File: config.mk
export PLATFORM = sky130hd
export DESIGN_NAME = acdp_aux_control
export DESIGN_NICKNAME = d
export VERILOG_FILES = /design/src/hdl/acdp_pkg.sv /design/src/hdl/acdp_pointer_bank.sv /design/src/hdl/acdp_reset_gen.sv /design/src/hdl/acdp_aux_control.sv
export SDC_FILE = /design/constraint.sdc
export NUM_CORES = 1
export LEC_CHECK = 0
export ABC_CLOCK_PERIOD_IN_PS = 3700
export BUFFER_PORTS_ARGS = -buffer_cell sky130_fd_sc_hd__buf_2
export CAP_MARGIN = 20
export CORE_MARGIN = 2
export CORE_UTILIZATION = 35
export DETAILED_ROUTE_END_ITERATION = 8
export PLACE_DENSITY = 0.64
export SLEW_MARGIN = 20
export SYNTH_ARGS = -nofsm -noshare
export SYNTH_HDL_FRONTEND = slang
export SYNTH_HIERARCHICAL = 1
export SYNTH_SLANG_ARGS = --single-unit
export TNS_END_PERCENT = 1
File: constraint.sdc
create_clock -name clk_sys -period 3.7 [get_ports clk_sys]
set_clock_uncertainty 0.1 [all_clocks]
set_input_delay 0.555 -clock clk_sys [delete_from_list [all_inputs] [get_ports clk_sys]]
set_output_delay 0.555 -clock clk_sys [all_outputs]
set_load 0.03 [all_outputs]
File: src/hdl/acdp_pkg.sv
package acdp_pkg;

	// ---------------------------------------------------------------
	// Auxiliary control register layout
	// ---------------------------------------------------------------
	localparam int unsigned ACDP_SEL_POS = 0;
	localparam int unsigned ACDP_ZERO_POS = 2;
	localparam int unsigned ACDP_SOFTWARE_RESET_BIT_POS = 3;
	localparam logic [7:0] ACDP_AUX_RESET = 8'h00;
	localparam logic [7:0] ACDP_AUX_WMASK = 8'hFB;
	localparam logic [15:0] ACDP_PTR_RESET = 16'h0000;
	localparam logic [15:0] ACDP_RESTART_ADDR = 16'h0000;

	// ---------------------------------------------------------------
	// Pointer operations issued by the execution unit
	// ---------------------------------------------------------------
	typedef enum logic [2:0] {
		ACDP_OP_NONE,
		ACDP_OP_INC,
		ACDP_OP_LOAD,
		ACDP_OP_WR_HI,
		ACDP_OP_WR_LO
	} acdp_op_t;

	// ---------------------------------------------------------------
	// Reset pulse length in system clocks
	// ---------------------------------------------------------------
	localparam int unsigned ACDP_SOFTWARE_RESET_BIT_CYCLES = 2;

endpackage : acdp_pkg

File: src/hdl/acdp_pointer_bank.sv
`timescale 1ns/10ps
`default_nettype none
module acdp_pointer_bank #(
	parameter int unsigned W = 16
) (
	input wire logic clk_sys,
	input wire logic arst_n,
	input wire logic clk_en,
	input wire logic sync_clr,
	input wire logic sel,
	input wire acdp_pkg::acdp_op_t op,
	input wire logic [W-1:0] wdata,
	output logic [W-1:0] cur_ptr,
	output logic [W-1:0] ptr0,
	output logic [W-1:0] ptr1
);

	typedef struct packed {
		logic [1:0][W-1:0] p;
	} acdp_bank_t;

	acdp_bank_t st_reg;
	acdp_bank_t st_next;

	// -------------------------------------------------------------
	// Update logic
	// -------------------------------------------------------------
	// Operations write only the selected pointer; the other holds. sync_clr clears both.
	always_comb begin
		st_next = st_reg;
		if (sync_clr) begin
			st_next.p[0] = acdp_pkg::ACDP_PTR_RESET;
			st_next.p[1] = acdp_pkg::ACDP_PTR_RESET;
		end else begin
			case (op)
				acdp_pkg::ACDP_OP_INC: st_next.p[sel] = st_reg.p[sel] + W'(1); // [RULE6]
				acdp_pkg::ACDP_OP_LOAD: st_next.p[sel] = wdata; // [RULE8]
				acdp_pkg::ACDP_OP_WR_HI: st_next.p[sel][W-1:W/2] = wdata[W/2-1:0]; // [RULE11]
				acdp_pkg::ACDP_OP_WR_LO: st_next.p[sel][W/2-1:0] = wdata[W/2-1:0]; // [RULE11]
				default: st_next = st_reg;
			endcase
		end
	end

	// State register.
	always_ff @(posedge clk_sys or negedge arst_n) begin
		if (!arst_n) begin
			st_reg <= '0;
		end else if (clk_en) begin
			st_reg <= st_next;
		end
	end

	// The active pointer is the only one reachable by operations.
	assign cur_ptr = st_reg.p[sel]; // [RULE4] [RULE5]
	assign ptr0 = st_reg.p[0];
	assign ptr1 = st_reg.p[1];

endmodule : acdp_pointer_bank
`default_nettype wire

File: src/hdl/acdp_reset_gen.sv
`timescale 1ns/10ps
`default_nettype none
module acdp_reset_gen #(
	parameter int unsigned CYCLES = acdp_pkg::ACDP_SOFTWARE_RESET_BIT_CYCLES
) (
	input wire logic clk_sys,
	input wire logic arst_n,
	input wire logic clk_en,
	input wire logic trigger,
	input wire logic ext_rst_req,
	output logic chip_rst
);

	typedef struct packed {
		logic [7:0] cnt;
	} acdp_rg_t;

	acdp_rg_t st_reg;
	acdp_rg_t st_next;

	// -------------------------------------------------------------
	// Pulse stretcher
	// -------------------------------------------------------------
	// Software and external/watchdog requests load the same counter,
	// so every source gives an identical reset pulse.
	always_comb begin
		st_next = st_reg;
		if (trigger || ext_rst_req) begin
			st_next.cnt = 8'(CYCLES); // [RULE2]
		end else if (st_reg.cnt != 8'h00) begin
			st_next.cnt = st_reg.cnt - 8'h01;
		end
	end

	// Counter register.
	always_ff @(posedge clk_sys or negedge arst_n) begin
		if (!arst_n) begin
			st_reg <= '0;
		end else if (clk_en) begin
			st_reg <= st_next;
		end
	end

	assign chip_rst = (st_reg.cnt != 8'h00);

endmodule : acdp_reset_gen
`default_nettype wire

File: src/hdl/acdp_aux_control.sv
// Functional notes
// RULE1 - Writing bit 3 resets chip, restarts at 0000.
// RULE2 - Software reset equals external or watchdog reset.
// RULE3 - Software must avoid setting reset bit accidentally.
// RULE4 - Select bit chooses one of two pointers.
// RULE5 - Unselected pointer is unreachable and holds value.
// RULE6 - Increment adds one to selected pointer only.
// RULE7 - Indexed jump target is accumulator plus pointer.
// RULE8 - Immediate load writes selected pointer only.
// RULE9 - Code read fetches byte at accumulator plus pointer.
// RULE10 - Data moves address memory with selected pointer.
// RULE11 - High and low byte access selected pointer.
// RULE12 - Data moves reach on-chip configuration storage.
// RULE13 - Bit 2 reads zero, ignores writes.
// RULE14 - Select bit is bit 0, cleared by reset.
`timescale 1ns/10ps
`default_nettype none
module acdp_aux_control #(
	parameter int unsigned PTR_W = 16,
	parameter int unsigned DATA_W = 8
) (
	input wire logic clk_sys,
	input wire logic arst_n,
	input wire logic clk_en,
	input wire logic ext_rst_req,
	input wire logic aux_wr,
	input wire logic [DATA_W-1:0] aux_wdata,
	output logic [DATA_W-1:0] aux_rdata,
	input wire acdp_pkg::acdp_op_t ptr_op,
	input wire logic [PTR_W-1:0] ptr_wdata,
	input wire logic [DATA_W-1:0] acc,
	output logic [DATA_W-1:0] ptr_high_byte,
	output logic [DATA_W-1:0] ptr_low_byte,
	output logic [PTR_W-1:0] jump_target,
	output logic [PTR_W-1:0] code_read_addr,
	input wire logic [DATA_W-1:0] code_rdata,
	output logic [DATA_W-1:0] code_read_result,
	output logic [PTR_W-1:0] data_move_addr,
	output logic chip_rst,
	output logic [PTR_W-1:0] restart_addr
);

	typedef struct packed {
		logic [DATA_W-1:0] aux;
		logic [PTR_W-1:0] jmp;
		logic [PTR_W-1:0] caddr;
		logic [DATA_W-1:0] cres;
		logic [PTR_W-1:0] daddr;
	} acdp_top_t;

	acdp_top_t st_reg;
	acdp_top_t st_next;
	logic [PTR_W-1:0] cur_ptr;
	logic software_reset_bit_trig;
	logic pointer_select_bit;
	logic [PTR_W-1:0] ptr0_w;
	logic [PTR_W-1:0] ptr1_w;

	// -------------------------------------------------------------
	// Helpers
	// -------------------------------------------------------------
	// Both indexed forms share the same address adder.
	function automatic logic [PTR_W-1:0] acdp_index(input logic [DATA_W-1:0] a,
		input logic [PTR_W-1:0] p);
		acdp_index = p + PTR_W'(a);
	endfunction : acdp_index

	// -------------------------------------------------------------
	// Software reset trigger
	// -------------------------------------------------------------
	// The reset bit is not stored: the write itself fires the reset,
	// so nothing lingers that could retrigger after restart.
	assign software_reset_bit_trig = aux_wr && aux_wdata[acdp_pkg::ACDP_SOFTWARE_RESET_BIT_POS]; // [RULE1]

	acdp_reset_gen u_rst (
		.clk_sys(clk_sys),
		.arst_n(arst_n),
		.clk_en(clk_en),
		.trigger(software_reset_bit_trig),
		.ext_rst_req(ext_rst_req),
		.chip_rst(chip_rst)
	);

	assign pointer_select_bit = st_reg.aux[acdp_pkg::ACDP_SEL_POS]; // [RULE14]

	acdp_pointer_bank #(
		.W(PTR_W)
	) u_ptr (
		.clk_sys(clk_sys),
		.arst_n(arst_n),
		.clk_en(clk_en),
		.sync_clr(chip_rst),
		.sel(pointer_select_bit),
		.op(ptr_op),
		.wdata(ptr_wdata),
		.cur_ptr(cur_ptr),
		.ptr0(ptr0_w),
		.ptr1(ptr1_w)
	);

	// -------------------------------------------------------------
	// Next state
	// -------------------------------------------------------------
	// Addresses are registered so data outputs come from flops; the
	// execution unit sees them one cycle after the pointer settles.
	always_comb begin
		st_next = st_reg;
		if (chip_rst) begin
			st_next.aux = acdp_pkg::ACDP_AUX_RESET; // [RULE2] [RULE14]
		end else if (aux_wr && !software_reset_bit_trig) begin
			// Bit 2 is masked so an increment carries into bit 3 never.
			st_next.aux = aux_wdata & acdp_pkg::ACDP_AUX_WMASK; // [RULE13]
			st_next.aux[acdp_pkg::ACDP_SOFTWARE_RESET_BIT_POS] = 1'b0;
		end
		st_next.jmp = acdp_index(acc, cur_ptr); // [RULE7]
		st_next.caddr = acdp_index(acc, cur_ptr); // [RULE9]
		st_next.cres = code_rdata; // [RULE9]
		st_next.daddr = cur_ptr; // [RULE10] [RULE12]
	end

	// State register.
	always_ff @(posedge clk_sys or negedge arst_n) begin
		if (!arst_n) begin
			st_reg <= '0;
		end else if (clk_en) begin
			st_reg <= st_next;
		end
	end

	// -------------------------------------------------------------
	// Outputs
	// -------------------------------------------------------------
	assign aux_rdata = st_reg.aux; // [RULE13]
	assign ptr_high_byte = cur_ptr[PTR_W-1:PTR_W-DATA_W]; // [RULE11]
	assign ptr_low_byte = cur_ptr[DATA_W-1:0]; // [RULE11]
	assign jump_target = st_reg.jmp;
	assign code_read_addr = st_reg.caddr;
	assign code_read_result = st_reg.cres;
	assign data_move_addr = st_reg.daddr;
	assign restart_addr = acdp_pkg::ACDP_RESTART_ADDR; // [RULE1]

	// -------------------------------------------------------------
	// Checks
	// -------------------------------------------------------------
	AST_SOFTWARE_RESET_BIT_FIRES: assert property (@(posedge clk_sys) disable iff (!arst_n) // [RULE1]
		(clk_en && software_reset_bit_trig) |=> chip_rst)
		else $error("Software reset write did not assert chip reset.");

	AST_RST_CLEARS_SEL: assert property (@(posedge clk_sys) disable iff (!arst_n) // [RULE14]
		(clk_en && chip_rst) |=> !pointer_select_bit)
		else $error("Reset did not clear the pointer select bit.");

	AST_EXT_RST_SAME: assert property (@(posedge clk_sys) disable iff (!arst_n) // [RULE2]
		(clk_en && ext_rst_req) |=> chip_rst)
		else $error("External reset request did not reset the chip.");

	AST_BIT2_ZERO: assert property (@(posedge clk_sys) disable iff (!arst_n) // [RULE13]
		aux_rdata[acdp_pkg::ACDP_ZERO_POS] == 1'b0)
		else $error("Bit 2 of the control register reads nonzero.");

	AST_SEL_WRITE: assert property (@(posedge clk_sys) disable iff (!arst_n) // [RULE4]
		(clk_en && aux_wr && !software_reset_bit_trig && !chip_rst) |=>
		pointer_select_bit == $past(aux_wdata[acdp_pkg::ACDP_SEL_POS]))
		else $error("Select bit did not follow the written value.");

	AST_INC_SEL: assert property (@(posedge clk_sys) disable iff (!arst_n) // [RULE6]
		(clk_en && ptr_op == acdp_pkg::ACDP_OP_INC && !chip_rst && !aux_wr) |=>
		cur_ptr == $past(cur_ptr) + PTR_W'(1))
		else $error("Increment did not add one to the selected pointer.");

	AST_LOAD_SEL: assert property (@(posedge clk_sys) disable iff (!arst_n) // [RULE8]
		(clk_en && ptr_op == acdp_pkg::ACDP_OP_LOAD && !chip_rst && !aux_wr) |=>
		cur_ptr == $past(ptr_wdata))
		else $error("Load did not reach the selected pointer.");

	AST_JUMP_SUM: assert property (@(posedge clk_sys) disable iff (!arst_n) // [RULE7]
		clk_en |=> jump_target == $past(cur_ptr) + PTR_W'($past(acc)))
		else $error("Jump target is not accumulator plus pointer.");

	AST_DATA_ADDR: assert property (@(posedge clk_sys) disable iff (!arst_n) // [RULE10]
		clk_en |=> data_move_addr == $past(cur_ptr))
		else $error("Data move address is not the selected pointer.");

	AST_CODE_RES: assert property (@(posedge clk_sys) disable iff (!arst_n) // [RULE9]
		clk_en |=> code_read_result == $past(code_rdata))
		else $error("Code read result not returned to accumulator path.");

	// -------------------------------------------------------------
	// Reset checks
	// -------------------------------------------------------------
	// The reset bit must act as a strobe only; a stored copy would
	// fire the reset again after every restart.
	AST_SOFTWARE_RESET_BIT_NOT_STORED: assert property (@(posedge clk_sys) disable iff (!arst_n) // [RULE1]
		aux_rdata[acdp_pkg::ACDP_SOFTWARE_RESET_BIT_POS] == 1'b0)
		else $error("Software reset bit reads back as one.");

	AST_SOFTWARE_RESET_BIT_NO_WRITE: assert property (@(posedge clk_sys) disable iff (!arst_n) // [RULE1]
		(clk_en && software_reset_bit_trig && !chip_rst) |=>
		$stable(pointer_select_bit))
		else $error("Software reset write changed the select bit.");

	AST_SOFTWARE_RESET_BIT_AUX: assert property (@(posedge clk_sys) disable iff (!arst_n) // [RULE1]
		(clk_en && software_reset_bit_trig) ##1 clk_en |=>
		aux_rdata == acdp_pkg::ACDP_AUX_RESET)
		else $error("Software reset did not clear the control register.");

	AST_RST_PULSE_TWO: assert property (@(posedge clk_sys) disable iff (!arst_n) // [RULE2]
		(clk_en && (software_reset_bit_trig || ext_rst_req)) ##1 clk_en |=>
		chip_rst)
		else $error("Chip reset pulse ended after one cycle.");

	AST_AUX_CLEARED: assert property (@(posedge clk_sys) disable iff (!arst_n) // [RULE2]
		(clk_en && chip_rst) |=>
		aux_rdata == acdp_pkg::ACDP_AUX_RESET)
		else $error("Chip reset left the control register set.");

	AST_PTRS_CLEARED: assert property (@(posedge clk_sys) disable iff (!arst_n) // [RULE2]
		(clk_en && chip_rst) |=>
		(ptr0_w == acdp_pkg::ACDP_PTR_RESET && ptr1_w == acdp_pkg::ACDP_PTR_RESET))
		else $error("Chip reset left a pointer set.");

	AST_SEL_EXT: assert property (@(posedge clk_sys) disable iff (!arst_n) // [RULE14]
		(clk_en && ext_rst_req) ##1 clk_en |=>
		!pointer_select_bit)
		else $error("External reset did not select the first pointer.");

	// -------------------------------------------------------------
	// Pointer isolation checks
	// -------------------------------------------------------------
	// The hidden pointer is watched directly, since the visible bytes
	// alone could never reveal a stray write to it.
	AST_UNSEL_HOLD0: assert property (@(posedge clk_sys) disable iff (!arst_n) // [RULE5]
		(clk_en && !chip_rst && pointer_select_bit) |=>
		ptr0_w == $past(ptr0_w))
		else $error("First pointer changed while not selected.");

	AST_UNSEL_HOLD1: assert property (@(posedge clk_sys) disable iff (!arst_n) // [RULE5]
		(clk_en && !chip_rst && !pointer_select_bit) |=>
		ptr1_w == $past(ptr1_w))
		else $error("Second pointer changed while not selected.");

	AST_NO_OP_HOLD: assert property (@(posedge clk_sys) disable iff (!arst_n) // [RULE5]
		(clk_en && ptr_op == acdp_pkg::ACDP_OP_NONE && !aux_wr && !chip_rst) |=>
		$stable(cur_ptr))
		else $error("Selected pointer changed with no operation.");

	AST_SEL_HOLD: assert property (@(posedge clk_sys) disable iff (!arst_n) // [RULE4]
		(clk_en && !aux_wr && !chip_rst) |=>
		$stable(pointer_select_bit))
		else $error("Select bit changed without a register write.");

	AST_WR_HI: assert property (@(posedge clk_sys) disable iff (!arst_n) // [RULE11]
		(clk_en && ptr_op == acdp_pkg::ACDP_OP_WR_HI && !chip_rst && !aux_wr) |=>
		(ptr_high_byte == $past(ptr_wdata[DATA_W-1:0]) && $stable(ptr_low_byte)))
		else $error("High byte write missed the selected pointer.");

	AST_WR_LO: assert property (@(posedge clk_sys) disable iff (!arst_n) // [RULE11]
		(clk_en && ptr_op == acdp_pkg::ACDP_OP_WR_LO && !chip_rst && !aux_wr) |=>
		(ptr_low_byte == $past(ptr_wdata[DATA_W-1:0]) && $stable(ptr_high_byte)))
		else $error("Low byte write missed the selected pointer.");

	AST_CODE_ADDR: assert property (@(posedge clk_sys) disable iff (!arst_n) // [RULE9]
		clk_en |=>
		code_read_addr == $past(cur_ptr) + PTR_W'($past(acc)))
		else $error("Code read address is not accumulator plus pointer.");

	// -------------------------------------------------------------
	// Control register checks
	// -------------------------------------------------------------
	// Incrementing the register must always flip the select bit; the
	// fixed zero in bit 2 absorbs the carry out of the low bits.
	AST_INC_TOGGLE: assert property (@(posedge clk_sys) disable iff (!arst_n) // [RULE13]
		(clk_en && aux_wr && !chip_rst && aux_wdata == aux_rdata + DATA_W'(1)) |=>
		pointer_select_bit != $past(pointer_select_bit))
		else $error("Register increment did not toggle the select bit.");

	AST_OTHER_BITS: assert property (@(posedge clk_sys) disable iff (!arst_n) // [RULE13]
		(clk_en && aux_wr && !software_reset_bit_trig && !chip_rst) |=>
		aux_rdata == ($past(aux_wdata) & acdp_pkg::ACDP_AUX_WMASK))
		else $error("Control register bits did not follow the write.");

	// -------------------------------------------------------------
	// Clock enable checks
	// -------------------------------------------------------------
	// A low enable must stall the block completely, or the execution
	// unit would lose or repeat operations issued during a wait.
	AST_FREEZE_PTR: assert property (@(posedge clk_sys) disable iff (!arst_n) // [RULE5]
		!clk_en |=>
		($stable(ptr0_w) && $stable(ptr1_w) && $stable(aux_rdata)))
		else $error("State changed while the clock enable was low.");

	AST_FREEZE_RST: assert property (@(posedge clk_sys) disable iff (!arst_n) // [RULE2]
		!clk_en |=>
		$stable(chip_rst))
		else $error("Chip reset moved while the clock enable was low.");

	AST_FREEZE_OUT: assert property (@(posedge clk_sys) disable iff (!arst_n) // [RULE7]
		!clk_en |=>
		($stable(jump_target) && $stable(code_read_result) && $stable(data_move_addr)))
		else $error("Outputs changed while the clock enable was low.");

endmodule : acdp_aux_control
`default_nettype wire

==> qor.csv, run 1 <==
metric,value,unit
status,completed,
cp-start-kind,register,
antenna_found_initial,1,
reg2reg_to,u_ptr/ptr1[13],
synthDistinctLibCells,82,
drive_gt1_share,28.6,%
timing.final.crit_share,84.0,%
dieArea,17700,um2
antenna_cells,0,
rsz0062_at_grt,false,
rows,47,
drt_iter0_markers,504,
cts_max_level,3,
gp_congestion,0.848,
ant_nets,0,
drv_cap,0,
clock_sinks,86,
remaining_drc_errors,0,
grt_first_pass_wirelength,26.2,mm
crit_path_end_kind,register,
track_usage,18.5,%
slew_violations,0,
hold_viol,0,
async_flop_share,100,%
utilization,41.0,%
ir_drop,355,uV
final_common_cell,buf_2,
syn_area_per_cell,9.17,um2
period_minus_slack,3.11,ns
slew_headroom,35.5,%
critPathArrivalTime,3.27,ns
cts_setup_buffers,0,
die_x,133,um
io_pins,145,
syn2layout_area_growth,15.4,%
drt-vias-per-instance,5.52,
clk_pin_slew,0.06,ns
gr-total-overflow,0,
die_h,133,um
setup_violations,0,
layout_setup_ws,0.593,ns
grt_pass1_vias,4921,
hpwl,11.7,mm
fp.coreArea,16400,um2
synth_warnings,6,
hp-class,input pin to async pin,
cts_tree,done,
n_fill_cell,1654,
synthesis.instances,636,
fmax,0.322,GHz
io_buffers,125,
p_leak,3.14,nW
layout_common_cells,"buf_2, dfrtp_1, o21ai_0, a21oi_1, nand2_1",
worstReg2RegStart,u_rst/st_reg[2],
fin_nets,788,
cp_max_fo,37,
synth_top_flop_cell,dfrtp_1,
worstSetupPathType,register to register,
netlist_area,5830,um2
required,3.86,ns
totalWireLength,16.5,mm
cts_buffer_depth,2,
holdBufCountCts,0,
vias,5258,
power,3.52,mW
p_per_area,524,nW/um2
fin_hold_ws,0.167,ns
worst_slew_pin_slew,0.964,ns
cts_resized,0,
reg2reg_depth,9,
setup_tns,0,ns
rrSetupSlack,0.59,ns
place_ws,0.637,ns
wl_per_cell,17.3,um
clock_latency,0.35,ns
cts-buffers-inserted,9,
initial_utilization,35.6,%
firstDrtPassIters,4,
ys_seq_area_share,36.9,%
synth-edff-count,0,
cts_root_buf,clkbuf_16,
grt_max_degree,64,
ys_ff_latch,86,
[synth_stat cells, drive strengths merged (4+ instances only)]
library cell | instances | area (um2)
buf | 57 | 399
a2111o | 4 | 45.0
nand2 | 43 | 161
nand4b | 5 | 43.8
nand3 | 27 | 135
nand4 | 9 | 56.3
o21ai | 56 | 280
dfrtp | 86 | 2150
xnor2 | 4 | 35.0
a21oi | 48 | 244
a22oi | 7 | 71.3
and3 | 8 | 50.1
a22o | 6 | 52.6
xor2 | 6 | 52.6
a211o | 5 | 47.6
inv | 21 | 78.8
nor4 | 4 | 25.0
ha | 11 | 138
clkbuf | 13 | 50.0
nor2 | 26 | 97.6
nor2b | 6 | 37.5
mux2i | 7 | 73.8
a31oi | 10 | 62.6
nand2b | 15 | 93.8
a32o | 6 | 60.1
o31ai | 8 | 70.1
o211ai | 13 | 97.6
and2 | 6 | 38.8
a21o | 11 | 83.8
nand3b | 6 | 45.0
mux2 | 38 | 432
or3 | 4 | 30.0
nor3 | 11 | 55.1
[critical path: stages, from the launching register on]
cell       delay [ns]
dfrtp_1          0.43
or4_4            0.55
or3_1            0.38
buf_4            0.27
a2111o_1         0.39
o211ai_1         0.37
buf_4            0.28
o2bb2ai_1        0.12
a21oi_1          0.05
o21ai_0          0.07
[layout make-up]
type                    count  area, um2  share of cell area (%)
clock inverters             5       56.3                   0.837
clock buffers              11        253                    3.76
flip-flops and latches     86       2150                    32.0
multi-input cells         475       3210                    47.7
well taps                 220        275                    4.09
repair buffers            135        703                    10.4
inverters                  21       78.8                    1.17
[logic make-up after synthesis]
family	count (synthesis)	share of synthesized area [%]
other	1	0.0643
xor gates and xnor gates	10	1.50
and+or+nand+nor	184	16.9
buffers and inverters	92	9.27
muxes	45	8.67
AOI/OAI and AO/OA	206	24.0
adders and majority gates	12	2.70
DFF	86	36.9
[power by group]
part / switching, mW / internal (mW)
registers: 0.122 / 1.08
clock network: 0.387 / 0.560
logic: 0.922 / 0.449
total: 1.43 / 2.09
[through the flow]
step	cells	area, um2
global placement	937	6420
CTS	953	6730
floorplan	653	5900
global route	953	6730
detailed placement	937	6420
finish	953	6730
[how the worst max path moves through the flow]
stage	startpoint	endpoint	slack, ns	cells past startpoint
2_1_floorplan	aux_rdata[0]	jump_target[6]	0.09	11
3_3_place_gp	u_rst/st_reg[3]	u_ptr/ptr1[7]	0.63	7
3_5_place_dp	u_rst/st_reg[2]	u_ptr/ptr1[15]	0.64	9
4_1_cts	u_rst/st_reg[3]	u_ptr/ptr1[7]	0.63	7
5_1_grt	u_rst/st_reg[2]	u_ptr/ptr1[15]	0.44	9
6_report	u_rst/st_reg[2]	u_ptr/ptr1[13]	0.59	9
[layer usage]
layer  vias to the layer above  wire (um)  track usage [%]
li1                       2495          -                -
met1                      2554       7460             25.1
met2                       188       7880             30.1
met3                        19        919             3.88
met4                         2        239             5.02
met5                         -          7                0
No activity file was read; power rests on OpenSTA's default activity.
==> run 2: changes to the inputs <==
--- a/config.mk
+++ b/config.mk
@@ -5,7 +5,7 @@
 export SDC_FILE = /design/constraint.sdc
 export NUM_CORES = 1
 export LEC_CHECK = 0
-export ABC_CLOCK_PERIOD_IN_PS = 3700
+export ABC_CLOCK_PERIOD_IN_PS = 3050
 export BUFFER_PORTS_ARGS = -buffer_cell sky130_fd_sc_hd__buf_2
 export CAP_MARGIN = 20
 export CORE_MARGIN = 2
==> constraint.sdc (replaced) <==
create_clock -name clk_sys -period 3.05 [get_ports clk_sys]
set_clock_uncertainty 0.1 [all_clocks]
set_input_delay 0.4575 -clock clk_sys [delete_from_list [all_inputs] [get_ports clk_sys]]
set_output_delay 0.4575 -clock clk_sys [all_outputs]
set_load 0.03 [all_outputs]
==> run 2 against run 1 <==
- combinational power grew 25%
- utilization grew 1.0 points
- non-clock buffer count grew 15
- routed wire length grew 1.8%
- final cell count grew 1.6%
- clock power grew 30%
- register-to-register slack lost 0.36 ns
- sequential power grew 21%
- maximum frequency grew 10%
- total power grew 25%
- critical endpoint is now jump_target[6]
- highest routed layer is now met4
==> qor.csv, run 2 (same netlist as run 1, synthesis figures left out) <==
metric,value,unit,change
place_area,6570,um2,+2.3%
layout.cells.non_filler,968,,+1.6%
hpwl,12.4,mm,+6.3%
drive_gt1_share,30.1,%,+1.4 points
wl_per_cell,17.4,um,+0.23%
fmax,0.355,GHz,+10%
totalWireLength,16.8,mm,+1.8%
power,4.42,mW,+25%
cts_buffer_depth,2,,unchanged
cts-buffers-inserted,9,,unchanged
cts_root_buf,clkbuf_16,,
grt_first_pass_wirelength,26.6,mm,+1.5%
gp_congestion,0.870,,+2.6%
setup_violations,0,,unchanged
n_fill_cell,1642,,-0.73%
layout_common_cells,"buf_2, dfrtp_1, o21ai_0, a21oi_1, nand2_1",,
status,completed,,
post-place-cells,952,,+1.6%
firstDrtPassIters,6,,+2
worst_slew_pin_slew,0.695,ns,-0.269 ns
die_x,133,um,unchanged
slew_violations,0,,unchanged
hold_viol,0,,unchanged
p_per_area,640,nW/um2,+22%
final_common_cell,buf_2,,
setup_tns,0,ns,unchanged
place_ws,0.181,ns,-0.456 ns
layout_setup_ws,0.230,ns,-0.363 ns
grt_pass1_vias,4961,,+0.81%
cts_tree,done,,
worstSetupPathType,register to register,,
cp_max_fo,17,,-54%
hp-class,input pin to async pin,,
initial_utilization,35.6,%,unchanged
vias,5342,,+1.6%
die_h,133,um,unchanged
fin_nets,803,,+1.9%
p_leak,3.21,nW,+2.5%
rrSetupSlack,0.23,ns,-0.36 ns
track_usage,18.9,%,+0.39 points
crit_path_end_kind,register,,
antenna_cells,0,,unchanged
io_buffers,125,,unchanged
timing.final.crit_share,92.4,%,+8.5 points
drv_cap,0,,unchanged
critPathArrivalTime,2.96,ns,-0.31 ns
clock_sinks,86,,unchanged
rsz0062_at_grt,false,,
io_pins,145,,unchanged
clk_pin_slew,0.06,ns,about the same
antenna_found_initial,0,,-1
syn2layout_area_growth,18.2,%,
drt-vias-per-instance,5.52,,about the same
cts_max_level,3,,unchanged
seq_area,2150,um2,unchanged
cp-start-kind,register,,
dieArea,17700,um2,unchanged
period_minus_slack,2.82,ns,-0.287 ns
grt_max_degree,53,,-17%
holdBufCountCts,0,,unchanged
slew_headroom,53.5,%,+18 points
ir_drop,453,uV,+27%
gr-total-overflow,0,,unchanged
multiInputGateArea,3230,um2,+0.70%
rows,47,,unchanged
drt_iter0_markers,477,,-5.4%
ant_nets,0,,unchanged
fp.coreArea,16400,um2,unchanged
remaining_drc_errors,0,,unchanged
clock_latency,0.35,ns,about the same
required,3.19,ns,-0.67 ns
fin_area,6900,um2,+2.5%
-- run 2: cell count changes in the layout (fill, tap and decap cells not counted), sizes merged --
| cell | previous run | this run |
|---|---|---|
| buf | 135 | 150 |
| bufinv | 1 | 2 |
| clkbuf | 11 | 13 |
| clkinv | 2 | 0 |
| inv | 22 | 21 |
-- run 2: power by group --
group / switching (mW) / internal (mW) / total [mW] / leakage, nW
combinational: 1.13 / 0.587 / 1.71 / 1.92
sequential: 0.153 / 1.31 / 1.47 / 1.14
clock: 0.471 / 0.764 / 1.23 / 0.156
total: 1.75 / 2.67 / 4.42 / 3.21
-- run 2: cell type report --
| cell class | instances | area share, % |
|---|---|---|
| clock inverters | 3 | 0.980 |
| multi-input cells | 475 | 46.9 |
| well taps | 220 | 3.99 |
| clock buffers | 13 | 3.77 |
| repair buffers | 150 | 12.0 |
| flip-flops and latches | 86 | 31.2 |
| inverters | 21 | 1.14 |
-- run 2: through the flow --
stage          utilization, %  hold slack [ns]
3_5_place_dp             40.0            0.371
3_3_place_gp             40.0            0.368
5_1_grt                  42.0            0.111
6_report                 42.0           0.0528
4_1_cts                  42.0           0.0831
2_1_floorplan               -           0.0619
-- run 2: what timing repair did --
item / in CTS / in global routing
setup endpoints to repair: 0 / 12
buffers inserted: 0 / 0
gates resized for setup: 0 / 1
-- run 2: metal layers --
| metal | wire length [um] | global-route usage [%] | share of wire, % |
|---|---|---|---|
| met1 | 7340 | 25.6 | 44 |
| met2 | 8080 | 30.9 | 48 |
| met3 | 1200 | 4.26 | 7.1 |
| met4 | 183 | 4.73 | 1.1 |
| met5 | 0 | 0 | 0 |
-- run 2: final timing paths --
check	startpoint	to	cells past startpoint
max in group asynchronous	arst_n	u_ptr/ptr0[12]	2
min in group clk_sys	code_rdata[3]	code_read_result[3]	2
setup reg to reg	aux_rdata[0]	jump_target[6]	7
hold reg to reg	aux_rdata[6]	aux_rdata[6]	2
hold / removal	arst_n	jump_target[1]	1
setup / recovery	aux_rdata[0]	jump_target[6]	7
-- run 2: critical path, cell delays in order, from the launching register on --
cell and delay [ns]:
dfrtp_2 0.60, mux2_4 0.38, ha_4 0.19, fa_2 0.42, a211oi_2 0.37, o21bai_1 0.13, a2111o_1 0.42, o311ai_0 0.10
